[src/common/dmem_pkg.sv]
// Purpose: Shared constants for the data memory space decoder
// Assumes: 8-bit data, 16-bit external data addresses
// Notes:   Nothing is imported; use dmem_pkg::name
package dmem_pkg;
	localparam int          DATA_W          = 8;
	localparam int          XADDR_W         = 16;
	localparam int          AUX_RAM_SMALL   = 256;
	localparam int          AUX_RAM_LARGE   = 768;
	localparam logic [7:0]  LOWER_RAM_TOP   = 8'h7f;
	localparam logic [7:0]  AUX_CTRL_RESET  = 8'h00;
	localparam int          AUX_DISABLE_BIT = 1;
	localparam logic [7:0]  PORT_TWO_RESET  = 8'hff;
	localparam logic [7:0]  PORT_ZERO_RESET = 8'hff;
	localparam int          BUS_PHASES      = 3;

	// Where the internal access lands
	typedef enum logic [1:0] {
		TGT_RAM,
		TGT_SFS
	} int_target_type;
endpackage

[src/hw/byte_ram.sv]
// Purpose: Single-port synchronous byte RAM
// Assumes: Write and read in the same cycle return old data
// Notes:   Read data registered
module byte_ram #(
	parameter int DEPTH  = 256,
	parameter int ADDR_W = 8
) (
	input  wire logic                clk_sys,
	input  wire logic                en,
	input  wire logic                we,
	input  wire logic [ADDR_W-1:0]   addr,
	input  wire logic [7:0]          wdata,
	output logic      [7:0]          rdata
);
	logic [7:0] mem [DEPTH];

	// Refuse a depth the address cannot reach
	if (DEPTH > (1 << ADDR_W)) begin : g_bad_depth
		$error("byte_ram depth exceeds address range");
	end

	// Array itself has no reset; contents are undefined after power-up
	always_ff @(posedge clk_sys) begin
		if (en) begin
			if (we) begin
				mem[addr] <= wdata;
			end
			rdata <= mem[addr];
		end
	end
endmodule // byte_ram

[src/hw/data_memory_space_decoder.sv]
// Purpose: Decodes CPU data accesses to lower/upper RAM, special function space,
//          on-chip expanded RAM, or the multiplexed external bus
// Assumes: One request at a time; CPU waits for done
// Notes:   Port zero is driven as an output value with an active-low enable; port two has no enable
//
// What this block does
// - Lower RAM 00h-7fh is reached the same way by direct and indirect accesses.
// - Upper RAM 80h-ffh is reachable only through indirect accesses.
// - A direct access above 7fh goes to special function space.
// - An indirect access above 7fh goes to the upper half of the one internal RAM array that also holds lower RAM.
// - Expanded RAM of 256 or 768 bytes is reached by external moves only while the disable bit is clear.
// - With the bit clear, index-register moves and pointer moves below the on-chip size target expanded RAM.
// - An expanded RAM hit leaves port zero and both strobes untouched.
// - During expanded RAM access port two keeps driving its own register value.
// - With the bit clear, pointer moves above the on-chip range run a normal bus cycle.
// - Expanded RAM sits at the lowest external addresses, so index access to a0h stays on chip.
// - With the bit set, index moves put an 8-bit address on port zero, upper bits left to software.
// - With the bit set, pointer moves drive the high byte on port two and low byte on port zero.
// - Bus cycles pulse the write strobe for writes and the read strobe for reads.
module data_memory_space_decoder #(
	parameter int AUX_RAM_BYTES = dmem_pkg::AUX_RAM_SMALL
) (
	input  wire logic        clk_sys,
	input  wire logic        resetn,
	// Internal data access
	input  wire logic        int_req,
	input  wire logic        int_indirect,
	input  wire logic        int_we,
	input  wire logic [7:0]  int_addr,
	input  wire logic [7:0]  int_wdata,
	output logic      [7:0]  int_rdata,
	output logic             int_done,
	// Special function space hand-off
	output logic             sfs_req,
	output logic             sfs_we,
	output logic      [7:0]  sfs_addr,
	output logic      [7:0]  sfs_wdata,
	input  wire logic [7:0]  sfs_rdata,
	// External move
	input  wire logic        xm_req,
	input  wire logic        xm_use_pointer,
	input  wire logic        xm_we,
	input  wire logic [7:0]  index_value,
	input  wire logic [7:0]  data_pointer_high,
	input  wire logic [7:0]  data_pointer_low,
	input  wire logic [7:0]  xm_wdata,
	output logic      [7:0]  xm_rdata,
	output logic             xm_done,
	// Control register write, readback and port register values
	input  wire logic        aux_wr,
	input  wire logic [7:0]  aux_wdata,
	output logic      [7:0]  auxiliary_control_reg,
	input  wire logic [7:0]  port_two_sfr,
	input  wire logic [7:0]  port_zero_sfr,
	// Pins
	output logic      [7:0]  port_zero_out,
	output logic             port_zero_oe_n,
	input  wire logic [7:0]  port_zero_in,
	output logic      [7:0]  port_two_out,
	output logic             wr_strobe_n,
	output logic             rd_strobe_n
);
	localparam int XR_AW = $clog2(AUX_RAM_BYTES);

	// Only the two array sizes have a decode boundary worked out
	if (AUX_RAM_BYTES != dmem_pkg::AUX_RAM_SMALL &&
	    AUX_RAM_BYTES != dmem_pkg::AUX_RAM_LARGE) begin : g_bad_size
		$error("AUX_RAM_BYTES must be 256 or 768");
	end

	typedef enum logic [2:0] {
		ST_IDLE,
		ST_INT,
		ST_XRAM,
		ST_BUS,
		ST_DONE
	} state_type;

	state_type              state_r, state_nxt;
	dmem_pkg::int_target_type tgt_r, tgt_nxt;
	logic [1:0]             phase_r, phase_nxt;
	logic [7:0]             aux_r, aux_nxt;
	logic [7:0]             p0_r, p0_nxt;
	logic                   p0_oe_n_r, p0_oe_n_nxt;
	logic [7:0]             p2_r, p2_nxt;
	logic                   addr_hold_r, addr_hold_nxt;
	logic                   wr_n_r, wr_n_nxt, rd_n_r, rd_n_nxt;
	logic [7:0]             xrd_r, xrd_nxt;
	logic                   bwe_r, bwe_nxt;
	logic [7:0]             bwd_r, bwd_nxt;
	logic [7:0]             p0_s1, p0_s2;
	logic                   aux_dis;
	logic [15:0]            xaddr;
	logic                   xram_hit;
	logic                   iram_en, xram_en;
	logic [7:0]             iram_q, xram_q;

	assign aux_dis = aux_r[dmem_pkg::AUX_DISABLE_BIT];
	// Index moves carry only 8 bits; upper address is zero for the on-chip compare
	assign xaddr = xm_use_pointer ? {data_pointer_high, data_pointer_low}
	                              : {8'h00, index_value};
	// On-chip range occupies the lowest external addresses
	assign xram_hit = !aux_dis && (xaddr < 16'(AUX_RAM_BYTES));

	// One array holds lower and upper RAM; direct access never reaches upper half
	assign iram_en = (state_r == ST_IDLE) && int_req &&
	                 (int_indirect || int_addr <= dmem_pkg::LOWER_RAM_TOP);
	assign xram_en = (state_r == ST_IDLE) && !int_req && xm_req && xram_hit;

	byte_ram #(.DEPTH(256), .ADDR_W(8)) u_iram (
		.clk_sys (clk_sys),
		.en      (iram_en),
		.we      (int_we),
		.addr    (int_addr),
		.wdata   (int_wdata),
		.rdata   (iram_q)
	);

	byte_ram #(.DEPTH(AUX_RAM_BYTES), .ADDR_W(XR_AW)) u_xram (
		.clk_sys (clk_sys),
		.en      (xram_en),
		.we      (xm_we),
		.addr    (xaddr[XR_AW-1:0]),
		.wdata   (xm_wdata),
		.rdata   (xram_q)
	);

	// Direct access above lower RAM is handed to special function space
	assign sfs_req   = (state_r == ST_IDLE) && int_req && !int_indirect &&
	                   (int_addr > dmem_pkg::LOWER_RAM_TOP);
	assign sfs_we    = int_we;
	assign sfs_addr  = int_addr;
	assign sfs_wdata = int_wdata;

	assign int_done  = (state_r == ST_INT);
	assign int_rdata = (tgt_r == dmem_pkg::TGT_SFS) ? sfs_rdata : iram_q;
	assign xm_done   = (state_r == ST_DONE);
	assign xm_rdata  = xrd_r;

	assign auxiliary_control_reg = aux_r;
	assign port_zero_out  = p0_r;
	assign port_zero_oe_n = p0_oe_n_r;
	// Port two shows its own register unless a pointer bus cycle owns it
	assign port_two_out   = addr_hold_r ? p2_r : port_two_sfr;
	assign wr_strobe_n    = wr_n_r;
	assign rd_strobe_n    = rd_n_r;

	// Port zero read data is a pin input and is synchronised first
	always_ff @(posedge clk_sys) begin
		p0_s1 <= port_zero_in;
		p0_s2 <= p0_s1;
	end

	// Next-state logic; internal requests win over external moves
	always_comb begin
		state_nxt     = state_r;
		tgt_nxt       = tgt_r;
		phase_nxt     = phase_r;
		aux_nxt       = aux_r;
		p0_nxt        = p0_r;
		p0_oe_n_nxt   = p0_oe_n_r;
		p2_nxt        = p2_r;
		addr_hold_nxt = addr_hold_r;
		wr_n_nxt      = wr_n_r;
		rd_n_nxt      = rd_n_r;
		xrd_nxt       = xrd_r;
		bwe_nxt       = bwe_r;
		bwd_nxt       = bwd_r;
		if (aux_wr) begin
			aux_nxt = aux_wdata;
		end
		unique case (state_r)
			ST_IDLE: begin
				if (int_req) begin
					tgt_nxt   = sfs_req ? dmem_pkg::TGT_SFS : dmem_pkg::TGT_RAM;
					state_nxt = ST_INT;
				end else if (xm_req && xram_hit) begin
					// Pins stay as they are for an on-chip hit
					state_nxt = ST_XRAM;
				end else if (xm_req) begin
					// Address phase: low byte on port zero, strobes idle
					p0_nxt        = xaddr[7:0];
					p0_oe_n_nxt   = 1'b0;
					addr_hold_nxt = xm_use_pointer;
					p2_nxt        = data_pointer_high;
					bwe_nxt       = xm_we;
					bwd_nxt       = xm_wdata;
					phase_nxt     = 2'd0;
					state_nxt     = ST_BUS;
				end
			end
			ST_INT: begin
				state_nxt = ST_IDLE;
			end
			ST_XRAM: begin
				xrd_nxt   = xram_q;
				state_nxt = ST_DONE;
			end
			ST_BUS: begin
				phase_nxt = phase_r + 2'd1;
				if (phase_r == 2'd0) begin
					// Data phase: drive write data or release port zero
					p0_nxt      = bwe_r ? bwd_r : dmem_pkg::PORT_ZERO_RESET;
					p0_oe_n_nxt = !bwe_r;
					wr_n_nxt    = !bwe_r;
					rd_n_nxt    = bwe_r;
				end else if (phase_r == 2'(dmem_pkg::BUS_PHASES)) begin
					// Pin data has crossed both synchroniser stages only by now
					if (!bwe_r) begin
						xrd_nxt = p0_s2;
					end
					wr_n_nxt      = 1'b1;
					rd_n_nxt      = 1'b1;
					p0_nxt        = port_zero_sfr;
					p0_oe_n_nxt   = 1'b1;
					addr_hold_nxt = 1'b0;
					state_nxt     = ST_DONE;
				end
			end
			ST_DONE: begin
				state_nxt = ST_IDLE;
			end
		endcase
	end

	// Registers only; synchronous reset
	always_ff @(posedge clk_sys) begin
		if (!resetn) begin
			state_r     <= ST_IDLE;
			tgt_r       <= dmem_pkg::TGT_RAM;
			phase_r     <= 2'd0;
			aux_r       <= dmem_pkg::AUX_CTRL_RESET;
			p0_r        <= dmem_pkg::PORT_ZERO_RESET;
			p0_oe_n_r   <= 1'b1;
			p2_r        <= dmem_pkg::PORT_TWO_RESET;
			addr_hold_r <= 1'b0;
			wr_n_r      <= 1'b1;
			rd_n_r      <= 1'b1;
			xrd_r       <= 8'h00;
			bwe_r       <= 1'b0;
			bwd_r       <= 8'h00;
		end else begin
			state_r     <= state_nxt;
			tgt_r       <= tgt_nxt;
			phase_r     <= phase_nxt;
			aux_r       <= aux_nxt;
			p0_r        <= p0_nxt;
			p0_oe_n_r   <= p0_oe_n_nxt;
			p2_r        <= p2_nxt;
			addr_hold_r <= addr_hold_nxt;
			wr_n_r      <= wr_n_nxt;
			rd_n_r      <= rd_n_nxt;
			xrd_r       <= xrd_nxt;
			bwe_r       <= bwe_nxt;
			bwd_r       <= bwd_nxt;
		end
	end
endmodule // data_memory_space_decoder

[config.mk]
export PLATFORM = sky130hd
export DESIGN_NAME = data_memory_space_decoder
export DESIGN_NICKNAME = d
export VERILOG_FILES = /design/src/common/dmem_pkg.sv /design/src/hw/byte_ram.sv /design/src/hw/data_memory_space_decoder.sv
export SDC_FILE = /design/constraint.sdc
export NUM_CORES = 2
export LEC_CHECK = 0
export BUFFER_PORTS_ARGS = -buffer_cell sky130_fd_sc_hd__buf_2
export CAP_MARGIN = 20
export CORE_ASPECT_RATIO = 1.4
export CORE_MARGIN = 2
export CORE_UTILIZATION = 41
export CTS_BUF_LIST = sky130_fd_sc_hd__clkbuf_4 sky130_fd_sc_hd__clkbuf_8 sky130_fd_sc_hd__clkbuf_16
export CTS_CLUSTER_DIAMETER = 200
export DETAILED_ROUTE_END_ITERATION = 8
export PLACE_DENSITY = 0.67
export REMOVE_ABC_BUFFERS = 1
export SLEW_MARGIN = 20
export SYNTH_ARGS = -nofsm -noshare
export SYNTH_HDL_FRONTEND = slang
export SYNTH_HIERARCHICAL = 1
export SYNTH_SLANG_ARGS = --single-unit
[constraint.sdc]
create_clock -name clk_sys -period 5.9 [get_ports clk_sys]
set_input_delay 1.18 -clock clk_sys [delete_from_list [all_inputs] [get_ports clk_sys]]
set_output_delay 1.18 -clock clk_sys [all_outputs]
set_load 0.01 [all_outputs]
==> impl_metrics.yaml <==
logic_synthesis:
  ys_warn_count: 6
  synth.most_common_cell: "edfxtp_1"
  synth_edf_count: 4112
  synth_flop_cell: "edfxtp_1"
  netlist_area_mm2: 0.1599
  synth_seq_area_share_pct: 78.05
  ys_seq_elements: 4179
  synthTopCellsByArea: "edfxtp_1 77%, mux4_2 14%, a22oi_1 2.4%"
  syn-instance-count: 7385
  synthTopCellsByCount: "4,112 x edfxtp_1, 1,024 x mux4_2, 522 x nor2_1, 512 x a22oi_1, 301 x clkbuf_1"
  synth_top_area_share_pct: 77.21
  yosysTopAreaCell: "edfxtp_1"
  synth_cell_types: 47
  synth.avg_cell_area_um2: 21.65
  ys_async_sr_fraction_pct: 0
sta:
  slew_viol_final: 0
  finClkSkew_ns: 0.07651
  holdWs_ns: 0.3259
  fin_crit_sh_pct: 86.21
  final_hold_viol_count: 0
  fmax_mhz: 196.6
  relSlewSlack_pct: 22.62
  worstMarginPinSlew_ns: 1.146
  period_needed_ns: 5.086
  setup_violations: 0
  grt_setup_unrepaired: "no"
global_route:
  grt_pass1_wl_um: 564700
  grt_pass1_vias: 81140
  antenna_found_initial: 6
  grt_max_degree: 206
  globalRoute.totalOverflow: 0
  gr-usage-all-layers_pct: 19.34
detailed_routing:
  wire_per_inst_um: 28.91
  drc: 0
  drt-initial-drc-count: 7661
  vias: 78210
  dr.pass1.iters: 6
  wirelength_um: 390100
  post_drt_via_cell_ratio: 5.797
  drt.antenna.violating_nets: 0
clocking:
  cts_resized: 0
  clk_latency_ns: 0.95
  max-clock-path-buffers: 4
  cts.clk_slew.worst_paths_ns: 0.06
  root_buffer: "clkbuf_16"
  htreeDepth: 5
  hold_buffers: 0
  cts_made_buffers: 393
  post_cts_buffers: 0
  cts_tree: "built"
  cts.sinks: 4179
worst_setup_path:
  startpoint: "xm_use_pointer"
  reg2regPathDepth: 10
  r2r-end: "u_iram/mem[166][4]"
  required_ns: 6.55
  r2r_slack_ns: 1.57
  endpoint_kind: "flip-flop"
  worstPathArrival_ns: 5.73
  crit_fanout: 45
  start_kind: "input pin"
  r2r-start: "state_r[2]"
  path_class: "in2reg"
  crit_end: "u_xram/rdata[5]"
floorplanning:
  die_w_um: 531.8
  rows: 271
  start_util_pct: 41.15
  core_area_mm2: 0.3886
  die_h_um: 743.0
  dieArea_mm2: 0.3951
  io_pins: 160
power_and_ir_drop:
  power.density_mw_per_mm2: 333.4
  peakVddDrop_uv: 245.7
  p_leak_nw: 56.29
  power_mw: 60.87
final_layout:
  finalNonFillerCells: 13490
  synthToLayoutAreaGrowth_pct: 14.16
  nets: 8062
  reg_top3: "u_iram/mem x2048, u_xram/mem x2048"
  drive_above_1_share_pct: 29.08
placed_design:
  place_congestion: 0.8661
  dp_cells: 12750
  numPortBuffers: 159
  dpl.hpwl_um: 240100
run_status:
  outcome: "completed"
run:
  cap_violations: 0
min_path:
  min-delay-start: "p0_s1[3]"
  holdCritPathClass: "reg2reg"
## worst min path at each step
stage | to | slack, ns | depth (start not counted)
floorplan | p0_s2[0] | 0.31 | 0
global placement | p0_s2[5] | 0.31 | 0
detailed placement | p0_s2[3] | 0.31 | 0
CTS | p0_s1[0] | 0.26 | 1
global route | p0_s1[0] | 0.30 | 1
finish | p0_s2[3] | 0.33 | 0
## kinds of logic after synthesis
kind of cell	Yosys count	synth area share [%]
flip-flops	4179	78.05
AND/OR/NAND/NOR	743	1.925
multiplexers	1073	14.75
adder cells (fa/ha/maj)	2	0.01565
AO/OA/AOI/OAI	887	3.825
buffers and inverters	501	1.430
## layer usage
layer	routed length (um)	GRT usage [%]
met1	136600	22.80
met2	202600	34.16
met3	29300	3.426
met4	21580	9.391
met5	11	0
## worst max-delay path: stages
cell and delay, ns:
buf_2 0.53, mux2_8 0.61, buf_12 0.36, buf_12 0.35, mux4_2 0.60, a22oi_1 0.29, a21oi_1 0.20, o41ai_1 1.03
buf_4 0.27, nand4_1 0.08
## cell usage in the layout, fill, tap and decap left out, types with 65 or more instances in the layout
master	instances
nand2_1	84
nor2_1	520
dfxtp_1	67
clkbuf_4	81
buf_4	467
edfxtp_1	4112
a21oi_1	262
clkinv_1	83
mux4_2	1024
clkbuf_16	400
a22oi_1	512
clkinv_2	65
buf_2	141
## per-stage QoR
step	cell area [um^2]	setup TNS (ns)	setup slack (ns)	util (%)
2_1_floorplan	157700	-	-8.938	-
3_3_place_gp	169600	-0.9622	-0.4360	43.66
3_5_place_dp	169700	-0.3383	-0.1736	43.67
4_1_cts	182400	0	0.8350	46.94
5_1_grt	182500	0	0.7984	46.97
6_report	182600	0	0.8139	46.98
## layout make-up
class	count	area, um^2
multi-input cells	2705	33040
fillers	31430	206000
well taps	5187	6490
flip-flops and latches	4179	124800
repair buffers	673	5411
clock inverters	221	2036
diodes	31	77.57
inverters	11	41.29
clock buffers	484	10660
## power breakdown
part           leakage, nW  switching (mW)  internal, mW
registers             37.5          0.0292          32.6
clock network         6.32            10.6          14.3
logic                 12.5            2.05          1.22
No activity file was read; power rests on OpenSTA's default activity.
